[config.mk]
export PLATFORM = sky130hd
export DESIGN_NAME = uart_status
export DESIGN_NICKNAME = d
export VERILOG_FILES = /design/src/uart_status_pkg.sv /design/src/uart_status.sv
export SDC_FILE = /design/constraint.sdc
export NUM_CORES = 1
export LEC_CHECK = 0
export ABC_CLOCK_PERIOD_IN_PS = 4920
export BUFFER_PORTS_ARGS = -buffer_cell sky130_fd_sc_hd__buf_2
export CAP_MARGIN = 20
export CORE_ASPECT_RATIO = 1.75
export CORE_MARGIN = 2
export CORE_UTILIZATION = 40
export DETAILED_ROUTE_END_ITERATION = 10
export PLACE_DENSITY_LB_ADDON = 0.08
export SLEW_MARGIN = 20
export SYNTH_ARGS = -nofsm -noshare
export SYNTH_HDL_FRONTEND = slang
export SYNTH_SLANG_ARGS = --single-unit
[constraint.sdc]
create_clock -name pclk -period 4.92 [get_ports pclk]
set_input_delay 0.492 -clock pclk [delete_from_list [all_inputs] [get_ports pclk]]
set_output_delay 0.492 -clock pclk [all_outputs]
set_load 0.05 [all_outputs]
[src/uart_status_pkg.sv]
// constants, field layout and carriers for the uart status and interrupt block
// assumes an apb slave wrapper-free top, 32-bit data, one word per register
// Contract
// - fifo error summary is 0 in single mode, held while errored entries remain
// - transmitter idle only when shift register and holding register or fifo empty
// - holding empty sets on transfer or fifo empty, clears on host byte write
// - break flag sets on a silent character, follows top entry, cleared by status read
// - framing flag sets on missing stop bit, follows top entry, cleared by read
// - parity flag sets on bad parity, follows top entry, cleared by status read
// - overrun flag sets when an unread character is lost, cleared by status read
// - data ready while any received character waits, else 0
// - loopback holds serial output high, ignores serial input, idles modem pins
// - loopback feeds modem inputs from control bits 0,1,2,3
// - interrupt output enabled only by control bit 3; bit 2 used only in loopback
// - request and terminal ready pins are inverted control bits 1 and 0
// - modem status 7:4 are inverted pins, or control bits 3,2,0,1 in loopback
// - change bits record pin changes and ring trailing edge since last read
// - fifo control 7:6 select receive threshold 1, 4, 8 or 14 bytes
// - fifo control bit 3 selects dma mode 1 only while fifo is enabled
// - fifo control bits 2 and 1 reset transmit or receive fifo, self clearing
// - fifo control bit 0 enables fifo mode; software sets it first
// - identification 7:6 read 1 in fifo mode, 5:4 always 0
// - identification bit 0 is 1 when nothing pending; bit 3 0 in single mode
// - identification 3:1 gives highest pending source; its read clears tx empty
// - fifo timeout after four idle character times, cleared by buffer read
// - each source reported only when its enable bit is set; enable 7:4 read 0
package uart_status_pkg;
	// register indices, byte address is four times the index
	localparam logic [2:0] IDX_DATA = 3'h0;
	localparam logic [2:0] IDX_IRQ_ENABLE = 3'h1;
	localparam logic [2:0] IDX_IDENT_FIFO = 3'h2;
	localparam logic [2:0] IDX_MODEM_CONTROL = 3'h4;
	localparam logic [2:0] IDX_LINE_STATUS = 3'h5;
	localparam logic [2:0] IDX_MODEM_STATUS = 3'h6;
	// modem control fields
	localparam int MC_DTR = 0;
	localparam int MC_RTS = 1;
	localparam int MC_LOOP_RI = 2;
	localparam int MC_IRQ_EN = 3;
	localparam int MC_LOOP = 4;
	// fifo control fields
	localparam int FC_ENABLE = 0;
	localparam int FC_RX_RESET = 1;
	localparam int FC_TX_RESET = 2;
	localparam int FC_DMA = 3;
	// identification codes for bits 3:1
	localparam logic [2:0] ID_LINE = 3'h3;
	localparam logic [2:0] ID_DATA = 3'h2;
	localparam logic [2:0] ID_TIMEOUT = 3'h6;
	localparam logic [2:0] ID_TX = 3'h1;
	localparam logic [2:0] ID_MODEM = 3'h0;
	// receive thresholds in bytes
	localparam logic [4:0] THR_1 = 5'h01;
	localparam logic [4:0] THR_4 = 5'h04;
	localparam logic [4:0] THR_8 = 5'h08;
	localparam logic [4:0] THR_14 = 5'h0E;
	localparam logic [2:0] TIMEOUT_CHARS = 3'h4;
	localparam logic [7:0] MODEM_CONTROL_RESET = 8'h00;
	localparam logic [7:0] FIFO_CONTROL_RESET = 8'h00;
	localparam logic [3:0] IRQ_ENABLE_RESET = 4'h0;
	// one received character with its error marks
	typedef struct packed {
		logic brk;
		logic framing;
		logic parity;
		logic [7:0] data;
	} rx_entry_t;
	// modem lines, active high
	typedef struct packed {
		logic dcd;
		logic ri;
		logic dsr;
		logic cts;
	} modem_lines_t;
endpackage : uart_status_pkg

[src/uart_status.sv]
// status, modem handshake, fifo control and interrupt identification of a uart
// assumes the shifters and baud logic outside; char_tick pulses once per character time
`timescale 1ns/10ps
module uart_status #(
	parameter int RX_DEPTH = 16
) (
	// apb
	input wire logic pclk,
	input wire logic presetn,
	input wire logic psel,
	input wire logic penable,
	input wire logic pwrite,
	input wire logic [11:0] paddr,
	input wire logic [31:0] pwdata,
	output logic [31:0] prdata,
	output logic pready,
	output logic pslverr,
	// modem pins, active low
	input wire logic cts_n,
	input wire logic dsr_n,
	input wire logic ri_n,
	input wire logic dcd_n,
	output logic rts_n,
	output logic dtr_n,
	// serial pins and core serial paths
	input wire logic serial_in,
	input wire logic core_serial_out,
	output logic serial_out,
	output logic core_serial_in,
	// transmit side of the core
	input wire logic tx_load,
	input wire logic tx_shift_empty,
	input wire logic tx_fifo_empty,
	output logic tx_write,
	output logic [7:0] tx_data,
	output logic tx_fifo_reset,
	// receive side of the core
	input wire logic rx_valid,
	input wire uart_status_pkg::rx_entry_t rx_in,
	input wire logic char_tick,
	// mode and interrupt
	output logic fifo_enable,
	output logic dma_mode,
	output logic irq
);
	// depth must cover the top threshold and fit the four-bit pointers
	if (RX_DEPTH < 14 || RX_DEPTH > 16) begin : g_depth_check
		$error("RX_DEPTH must lie in 14..16");
	end

	// bus decode, action at the completing access edge
	logic done;
	logic wr;
	logic rd;
	logic [2:0] idx;
	logic mapped;
	assign done = psel & penable & pready;
	assign wr = done & pwrite & mapped;
	assign rd = done & ~pwrite & mapped;
	assign idx = paddr[4:2];
	assign mapped = (paddr[11:5] == 7'h00) &&
		(idx == uart_status_pkg::IDX_DATA || idx == uart_status_pkg::IDX_IRQ_ENABLE ||
		idx == uart_status_pkg::IDX_IDENT_FIFO || idx == uart_status_pkg::IDX_MODEM_CONTROL ||
		idx == uart_status_pkg::IDX_LINE_STATUS || idx == uart_status_pkg::IDX_MODEM_STATUS);

	logic rd_data;
	logic rd_ident;
	logic rd_line;
	logic rd_modem;
	assign rd_data = rd && idx == uart_status_pkg::IDX_DATA;
	assign rd_ident = rd && idx == uart_status_pkg::IDX_IDENT_FIFO;
	assign rd_line = rd && idx == uart_status_pkg::IDX_LINE_STATUS;
	assign rd_modem = rd && idx == uart_status_pkg::IDX_MODEM_STATUS;

	// control registers
	logic [3:0] irq_enable_reg;
	logic [7:0] modem_control_reg;
	logic [7:0] fifo_control_reg;
	logic fifo_on;
	assign fifo_on = fifo_control_reg[uart_status_pkg::FC_ENABLE];

	always_ff @(posedge pclk or negedge presetn) begin
		if (!presetn) begin
			irq_enable_reg <= uart_status_pkg::IRQ_ENABLE_RESET;
			modem_control_reg <= uart_status_pkg::MODEM_CONTROL_RESET;
			fifo_control_reg <= uart_status_pkg::FIFO_CONTROL_RESET;
		end else if (wr) begin
			if (idx == uart_status_pkg::IDX_IRQ_ENABLE)
				irq_enable_reg <= pwdata[3:0];
			if (idx == uart_status_pkg::IDX_MODEM_CONTROL)
				modem_control_reg <= {3'h0, pwdata[4:0]};
			if (idx == uart_status_pkg::IDX_IDENT_FIFO)
				fifo_control_reg <= {pwdata[7:6], 2'h0, pwdata[3], 2'h0, pwdata[0]};
		end
	end

	// fifo resets: explicit bits, or a change of fifo mode
	logic fc_write;
	logic rx_reset;
	logic tx_reset;
	assign fc_write = wr && idx == uart_status_pkg::IDX_IDENT_FIFO;
	assign rx_reset = fc_write & (pwdata[uart_status_pkg::FC_RX_RESET] | (pwdata[0] ^ fifo_on));
	assign tx_reset = fc_write & (pwdata[uart_status_pkg::FC_TX_RESET] | (pwdata[0] ^ fifo_on));

	// receive threshold decode
	logic [4:0] threshold;
	always_comb begin
		unique case (fifo_control_reg[7:6])
			2'b00: threshold = uart_status_pkg::THR_1;
			2'b01: threshold = uart_status_pkg::THR_4;
			2'b10: threshold = uart_status_pkg::THR_8;
			2'b11: threshold = uart_status_pkg::THR_14;
		endcase
	end

	// receive fifo, depth one in single mode
	uart_status_pkg::rx_entry_t rx_mem [RX_DEPTH];
	logic [3:0] rd_ptr_reg;
	logic [3:0] wr_ptr_reg;
	logic [4:0] count_reg;
	logic [4:0] err_cnt_reg;
	logic [4:0] capacity;
	logic full;
	logic pop;
	logic push;
	logic overwrite;
	uart_status_pkg::rx_entry_t top;
	assign capacity = fifo_on ? 5'(RX_DEPTH) : 5'h01;
	assign full = count_reg >= capacity;
	assign pop = rd_data && count_reg != 5'h00;
	assign push = rx_valid && !full;
	assign overwrite = rx_valid && full && !fifo_on && !pop;
	assign top = rx_mem[rd_ptr_reg];

	function automatic logic has_err(input uart_status_pkg::rx_entry_t e);
		has_err = e.brk | e.framing | e.parity;
	endfunction : has_err

	function automatic logic [3:0] ptr_inc(input logic [3:0] p);
		ptr_inc = (p == 4'(RX_DEPTH - 1)) ? 4'h0 : p + 4'h1;
	endfunction : ptr_inc

	// storage array
	always_ff @(posedge pclk) begin
		if (push)
			rx_mem[wr_ptr_reg] <= rx_in;
		else if (overwrite)
			rx_mem[rd_ptr_reg] <= rx_in;
	end

	// pointers, count and error entry count
	always_ff @(posedge pclk or negedge presetn) begin
		if (!presetn) begin
			rd_ptr_reg <= 4'h0;
			wr_ptr_reg <= 4'h0;
			count_reg <= 5'h00;
			err_cnt_reg <= 5'h00;
		end else if (rx_reset) begin
			rd_ptr_reg <= 4'h0;
			wr_ptr_reg <= 4'h0;
			count_reg <= 5'h00;
			err_cnt_reg <= 5'h00;
		end else begin
			if (push)
				wr_ptr_reg <= ptr_inc(wr_ptr_reg);
			if (pop)
				rd_ptr_reg <= ptr_inc(rd_ptr_reg);
			count_reg <= count_reg + 5'(push) - 5'(pop);
			err_cnt_reg <= err_cnt_reg + 5'(push & has_err(rx_in)) - 5'(pop & has_err(top));
		end
	end

	// marks that a new entry reached the top of the fifo
	logic top_new_reg;
	always_ff @(posedge pclk or negedge presetn) begin
		if (!presetn)
			top_new_reg <= 1'b0;
		else
			top_new_reg <= !rx_reset && ((push && count_reg == 5'h00) ||
				(pop && count_reg > 5'h01) || overwrite);
	end

	// line status flags, an arriving event wins over the read clear
	logic parity_error;
	logic framing_error;
	logic break_detected;
	logic overrun_error;
	logic fifo_error_pending;
	logic tx_holding_empty;
	always_ff @(posedge pclk or negedge presetn) begin
		if (!presetn) begin
			parity_error <= 1'b0;
			framing_error <= 1'b0;
			break_detected <= 1'b0;
			overrun_error <= 1'b0;
			fifo_error_pending <= 1'b0;
		end else begin
			parity_error <= (top_new_reg & top.parity) | (parity_error & ~rd_line);
			framing_error <= (top_new_reg & top.framing) | (framing_error & ~rd_line);
			break_detected <= (top_new_reg & top.brk) | (break_detected & ~rd_line);
			overrun_error <= (rx_valid & full) | (overrun_error & ~rd_line);
			fifo_error_pending <= fifo_on & ((err_cnt_reg != 5'h00) |
				(fifo_error_pending & ~rd_line));
		end
	end

	// holding empty flag and its interrupt source
	logic tx_byte_wr;
	logic tx_fifo_empty_d;
	logic tx_empty_set;
	logic tx_irq_reg;
	logic iid_is_tx;
	assign tx_byte_wr = wr && idx == uart_status_pkg::IDX_DATA;
	assign tx_empty_set = fifo_on ? (tx_fifo_empty & ~tx_fifo_empty_d) : tx_load;
	always_ff @(posedge pclk or negedge presetn) begin
		if (!presetn) begin
			tx_holding_empty <= 1'b1;
			tx_irq_reg <= 1'b0;
			tx_fifo_empty_d <= 1'b1;
		end else begin
			tx_fifo_empty_d <= tx_fifo_empty;
			tx_holding_empty <= tx_empty_set | (tx_holding_empty & ~tx_byte_wr);
			tx_irq_reg <= tx_empty_set | (tx_irq_reg & ~tx_byte_wr & ~(rd_ident & iid_is_tx));
		end
	end

	// transmitter idle flag
	logic transmitter_idle;
	assign transmitter_idle = tx_shift_empty & (fifo_on ? tx_fifo_empty : tx_holding_empty);

	// receive timeout: four character times with data and no fifo access
	logic [2:0] idle_chars_reg;
	logic timeout_reg;
	always_ff @(posedge pclk or negedge presetn) begin
		if (!presetn) begin
			idle_chars_reg <= 3'h0;
			timeout_reg <= 1'b0;
		end else if (!fifo_on || count_reg == 5'h00 || push || rd_data || rx_reset) begin
			idle_chars_reg <= 3'h0;
			timeout_reg <= 1'b0;
		end else if (char_tick && idle_chars_reg < uart_status_pkg::TIMEOUT_CHARS) begin
			idle_chars_reg <= idle_chars_reg + 3'h1;
			timeout_reg <= idle_chars_reg == uart_status_pkg::TIMEOUT_CHARS - 3'h1;
		end
	end

	// effective modem inputs, from pins or loopback control bits
	logic loop;
	uart_status_pkg::modem_lines_t lines;
	uart_status_pkg::modem_lines_t lines_prev_reg;
	logic [3:0] changed_reg;
	assign loop = modem_control_reg[uart_status_pkg::MC_LOOP];
	always_comb begin
		if (loop) begin
			lines.dcd = modem_control_reg[uart_status_pkg::MC_IRQ_EN];
			lines.ri = modem_control_reg[uart_status_pkg::MC_LOOP_RI];
			lines.dsr = modem_control_reg[uart_status_pkg::MC_DTR];
			lines.cts = modem_control_reg[uart_status_pkg::MC_RTS];
		end else begin
			lines = ~{dcd_n, ri_n, dsr_n, cts_n};
		end
	end

	// change detection, bits 3..0 are carrier, ring trailing edge, dsr, cts
	always_ff @(posedge pclk or negedge presetn) begin
		if (!presetn) begin
			lines_prev_reg <= 4'h0;
			changed_reg <= 4'h0;
		end else begin
			lines_prev_reg <= lines;
			changed_reg[3] <= (lines.dcd ^ lines_prev_reg.dcd) | (changed_reg[3] & ~rd_modem);
			changed_reg[2] <= (lines_prev_reg.ri & ~lines.ri) | (changed_reg[2] & ~rd_modem);
			changed_reg[1] <= (lines.dsr ^ lines_prev_reg.dsr) | (changed_reg[1] & ~rd_modem);
			changed_reg[0] <= (lines.cts ^ lines_prev_reg.cts) | (changed_reg[0] & ~rd_modem);
		end
	end

	// interrupt sources and priority
	logic src_line;
	logic src_data;
	logic src_timeout;
	logic src_tx;
	logic src_modem;
	logic [2:0] iid;
	logic pending;
	assign src_line = irq_enable_reg[2] & (overrun_error | parity_error | framing_error | break_detected);
	assign src_data = irq_enable_reg[0] & (fifo_on ? count_reg >= threshold : count_reg != 5'h00);
	assign src_timeout = irq_enable_reg[0] & timeout_reg;
	assign src_tx = irq_enable_reg[1] & tx_irq_reg;
	assign src_modem = irq_enable_reg[3] & (changed_reg != 4'h0);
	assign pending = src_line | src_data | src_timeout | src_tx | src_modem;
	assign iid_is_tx = iid == uart_status_pkg::ID_TX && pending;
	always_comb begin
		if (src_line)
			iid = uart_status_pkg::ID_LINE;
		else if (src_data)
			iid = uart_status_pkg::ID_DATA;
		else if (src_timeout)
			iid = uart_status_pkg::ID_TIMEOUT;
		else if (src_tx)
			iid = uart_status_pkg::ID_TX;
		else
			iid = uart_status_pkg::ID_MODEM;
	end

	// read mux
	logic [7:0] read_byte;
	always_comb begin
		read_byte = 8'h00;
		unique case (idx)
			uart_status_pkg::IDX_DATA: read_byte = top.data;
			uart_status_pkg::IDX_IRQ_ENABLE: read_byte = {4'h0, irq_enable_reg};
			uart_status_pkg::IDX_IDENT_FIFO: read_byte = {{2{fifo_on}}, 2'h0,
				pending ? iid : 3'h0, ~pending};
			uart_status_pkg::IDX_MODEM_CONTROL: read_byte = modem_control_reg;
			uart_status_pkg::IDX_LINE_STATUS: read_byte = {fifo_error_pending, transmitter_idle,
				tx_holding_empty, break_detected, framing_error, parity_error, overrun_error,
				count_reg != 5'h00};
			uart_status_pkg::IDX_MODEM_STATUS: read_byte = {lines, changed_reg};
			default: read_byte = 8'h00;
		endcase
	end

	// apb answer: one wait cycle, then ready with data or error
	always_ff @(posedge pclk or negedge presetn) begin
		if (!presetn) begin
			pready <= 1'b0;
			pslverr <= 1'b0;
			prdata <= 32'h00000000;
		end else begin
			pready <= psel & penable & ~pready;
			pslverr <= psel & penable & ~pready & ~mapped;
			if (psel & penable & ~pready & ~pwrite & mapped)
				prdata <= {24'h000000, read_byte};
			else if (done)
				prdata <= 32'h00000000;
		end
	end

	// pins and core strobes, all registered
	always_ff @(posedge pclk or negedge presetn) begin
		if (!presetn) begin
			rts_n <= 1'b1;
			dtr_n <= 1'b1;
			serial_out <= 1'b1;
			core_serial_in <= 1'b1;
			tx_write <= 1'b0;
			tx_data <= 8'h00;
			tx_fifo_reset <= 1'b0;
			fifo_enable <= 1'b0;
			dma_mode <= 1'b0;
			irq <= 1'b0;
		end else begin
			rts_n <= loop | ~modem_control_reg[uart_status_pkg::MC_RTS];
			dtr_n <= loop | ~modem_control_reg[uart_status_pkg::MC_DTR];
			serial_out <= loop | core_serial_out;
			core_serial_in <= loop ? core_serial_out : serial_in;
			tx_write <= tx_byte_wr;
			if (tx_byte_wr)
				tx_data <= pwdata[7:0];
			tx_fifo_reset <= tx_reset;
			fifo_enable <= fifo_on;
			dma_mode <= fifo_on & fifo_control_reg[uart_status_pkg::FC_DMA];
			irq <= modem_control_reg[uart_status_pkg::MC_IRQ_EN] & pending;
		end
	end
endmodule : uart_status

==> reports/results.tsv <==
stage	metric	value	unit
sta	setup_tns	0	ns
worst_setup_path	r2r_end	err_cnt_reg[4]	
synth	synth-compound-area-share	6.01	%
synth	ys_async_sr_fraction	31.0	%
sta	min_period	3.93	ns
layout	reg_top3	rx_mem (176), prdata (8), tx_data (8)	
worst_setup_path	worstPathArrival	4.37	ns
synth	seq_area_frac_synth	65.0	%
clocking	cts_sinks	255	
synth	synthTopCellsByCount	edfxtp_1 (176), dfrtp_1 (73), nor2_1 (49), mux4_2 (48), nand2_1 (41)	
route	wl	27000	um
synth	yosysTopAreaCellShare	47.3	%
clocking	h-tree-depth	1	
clocking	cts_tree	built	
synth	synthTopCellsByArea	edfxtp_1 (47%), dfrtp_1 (16%), mux4_2 (9.7%), ha_1 (2.8%), mux2_2 (1.7%)	
worst_setup_path	required	5.37	ns
job	drv_cap	0	
floorplan	dieWidth	130	um
power	switching_share	27.0	%
placement	dp_hpwl	18700	um
clocking	clk_latency	0.54	ns
synth	synthSimpleGateAreaFrac	7.28	%
sta	fmax	255	MHz
clocking	clk_pin_slew_worst_paths	0.07	ns
floorplan	dieArea	29400	um2
floorplan	io_pins	122	
synth	netlist_area	11200	um2
power	combinationalPowerShare	16.1	%
global_route	grt_pass1_vias	6842	
route	dr_wl_met2	15400	um
worst_setup_path	crit_path_max_fanout	19	
worst_setup_path	r2r_slack	0.99	ns
layout	fin_util	45.9	%
run_status	violations	negative hold slack	
route	via_count	6394	
floorplan	rows	81	
sta	max_slew.worst_pin.slew	0.785	ns
synth	synth_top_area_cell	edfxtp_1	
synth	synthMuxAreaShare	14.0	%
sta	final_max_slew_viol_count	0	
synth	yosysWarnings	0	
floorplan	start_util	40.3	%
worst_setup_path	setup.worst_path.end_class	flop	
synth	synth.avg_cell_area	15.4	um2
worst_setup_path	crit_path_max_incr_delay	0.77	ns
sta	finalCritPeriodShare	79.8	%
layout	area_growth	13.9	%
global_route	grt-ovfl-total	0	
layout	fillers	2530	
power	power_switching	1.42	mW
route	drt-vias-per-instance	5.29	
clocking	clockBufferDepth	3	
worst_setup_path	cp_cell_sequence	mux4_2 > mux4_2 > o31a_1 > ha_1 > inv_1 > ha_1 > fa_1 > a21oi_1 > nor2_1 > or3_1 > a21oi_1	
synth	synth_cell_types	69	
route	wl_met3	1020	um
layout	largest_reg_flops	176	
layout	drive_gt1_share	25.9	%
power	p_leak	4.80	nW
global_route	antenna_found_initial	0	
route	wl_per_cell	22.3	um
synth	synth_top_family_by_area	multiplexers	
hold_path	hp-class	input pin to asynchronous set/reset pin	
worst_setup_path	crit_path_top_delay_cell	dfrtp_2	
global_route	grt_pass1_wl	41200	um
route	first_pass_iters	4	
layout	diodes	0	
power	p_clk_share	34.3	%
route	met1Wirelength	9590	um
sta	relSlewSlack	47.3	%
route	drc	0	
synth	synth_top_flop_cell	edfxtp_1	
power	peakVddDrop	306	uV
clocking	hold_buffers	0	
synth	ys_seq_elements	255	
route	initialDrtViolationCount	363	
clocking	cts_setup_buffers	0	
sta	hold_slack	-0.0176	ns
clocking	root_buffer	clkbuf_16	
layout	layout.nets	916	
floorplan	core	27800	um2
sta	fin_skew	0.0170	ns
worst_setup_path	worstSetupPathType	flop to flop	
power	p_int	3.84	mW
global_route	grt_usage	19.1	%
run_status	status	finished with violations	
clocking	cts_buffers	24	
power	p_seq_share	49.5	%
route	maxUsedRoutingLayer	met4	
placement	portBuffers	71	
worst_setup_path	r2r-start	rd_ptr_reg[0]	
sta	setup_viol	0	
route	ant_nets	0	
synth	synthXorXnorAreaFrac	0.862	%
worst_setup_path	r2r_cells	11	
layout	largest_register	rx_mem	
clocking	cts_resized	0	
synth	synth_most_common_cell	edfxtp_1	
synth	synthAdderAreaFrac	3.16	%
power	p_per_area	413	nW/um2
sta	rsz0062_at_grt	false	
floorplan	chipHeight	225	um
global_route	grt_max_degree	80	
placement	gp_congestion	0.877	
worst_setup_path	critPathLaunchType	flop	
synth	synth_edf_count	176	
sta	hold_viol_final	5	
synth	syn_inst	725	
## cell usage in the layout, fill, tap and decap left out, types with 4 or more instances in the layout
cell / netlist / routed
edfxtp_1: 176 / 176
dfrtp_1: 73 / 71
buf_2: 8 / 70
nor2_1: 49 / 49
mux4_2: 48 / 48
nand2_1: 41 / 41
a21oi_1: 26 / 26
inv_1: 25 / 25
ha_1: 25 / 25
buf_4: 25 / 25
conb_1: 1 / 24
clkbuf_16: 0 / 24
mux2i_1: 19 / 19
o21ai_0: 17 / 17
mux2_2: 17 / 17
nand3_1: 12 / 12
nor2b_1: 12 / 12
a22oi_1: 10 / 10
a31oi_1: 10 / 10
or3_1: 8 / 8
nand2b_1: 8 / 8
clkbuf_1: 12 / 7
xor2_1: 6 / 6
dfstp_2: 6 / 6
nor3_1: 6 / 5
and3_1: 5 / 5
xnor2_1: 5 / 5
a22o_1: 5 / 5
mux2_4: 5 / 5
clkinv_1: 1 / 4
and2_1: 4 / 4
o22ai_1: 4 / 4
## power by group through the flow
stage / Sequential, mW / Combinational, mW / Clock [mW]
6_report: 2.61 / 0.848 / 1.81
4_1_cts: 2.61 / 0.860 / 1.86
5_1_grt: 2.62 / 0.968 / 1.94
2_1_floorplan: 2.61 / 0.610 / 0
3_5_place_dp: 2.65 / 0.855 / 0
3_3_place_gp: 2.64 / 0.814 / 0
## cell type report
cell class | instances | area, um2 | area share, %
Timing Repair Buffer | 96 | 549 | 4.31
Inverter | 26 | 97.6 | 0.766
Clock buffer | 32 | 641 | 5.03
Multi-Input combinational cell | 415 | 3590 | 28.2
Sequential cell | 255 | 7270 | 57.1
Tap cell | 373 | 467 | 3.67
Clock inverter | 11 | 116 | 0.914
## how the worst max path moves through the flow
stage | slack, ns | to | cells past startpoint | from
floorplan | 1.38 | err_cnt_reg[4] | 15 | rd_ptr_reg[0]
global placement | 1.01 | err_cnt_reg[4] | 11 | rd_ptr_reg[0]
detailed placement | 0.97 | err_cnt_reg[4] | 11 | rd_ptr_reg[0]
CTS | 0.94 | err_cnt_reg[4] | 11 | rd_ptr_reg[0]
global route | 0.76 | err_cnt_reg[4] | 11 | rd_ptr_reg[0]
finish | 0.99 | err_cnt_reg[4] | 11 | rd_ptr_reg[0]
## routing by layer
| layer | GRT usage (%) | vias to the layer above |
|---|---|---|
| met1 | 20.9 | 3286 |
| li1 | - | 2895 |
| met5 | 0 | - |
| met3 | 2.21 | 44 |
| met2 | 36.6 | 169 |
| met4 | 7.65 | 0 |
## critical path, delay by kind of cell, from the launching register on
kind                     cells  cell delay, ns
multiplexers                 2            1.11
buffers and inverters        1            0.04
adder cells (fa/ha/maj)      3            0.89
AO/OA/AOI/OAI                3            0.62
flip-flops                   1            0.77
AND/OR/NAND/NOR              2            0.40
## logic make-up after synthesis
family	count (synthesis)
flip-flops	255
AND/OR/NAND/NOR	163
AO/OA/AOI/OAI	99
multiplexers	91
buffers and inverters	78
adder cells (fa/ha/maj)	27
XOR/XNOR	11
other	1
## metrics by stage
step | instances | area [um2] | total power, mW | setup slack [ns]
6_report | 1208 | 12700 | 5.26 | 0.993
5_1_grt | 1208 | 12700 | 5.53 | 0.760
2_1_floorplan | 748 | 11300 | 3.22 | 1.38
4_1_cts | 1208 | 12700 | 5.33 | 0.944
3_5_place_dp | 1165 | 12000 | 3.51 | 0.969
3_3_place_gp | 1165 | 12000 | 3.45 | 1.01
Power figures use the tool's default switching activity.
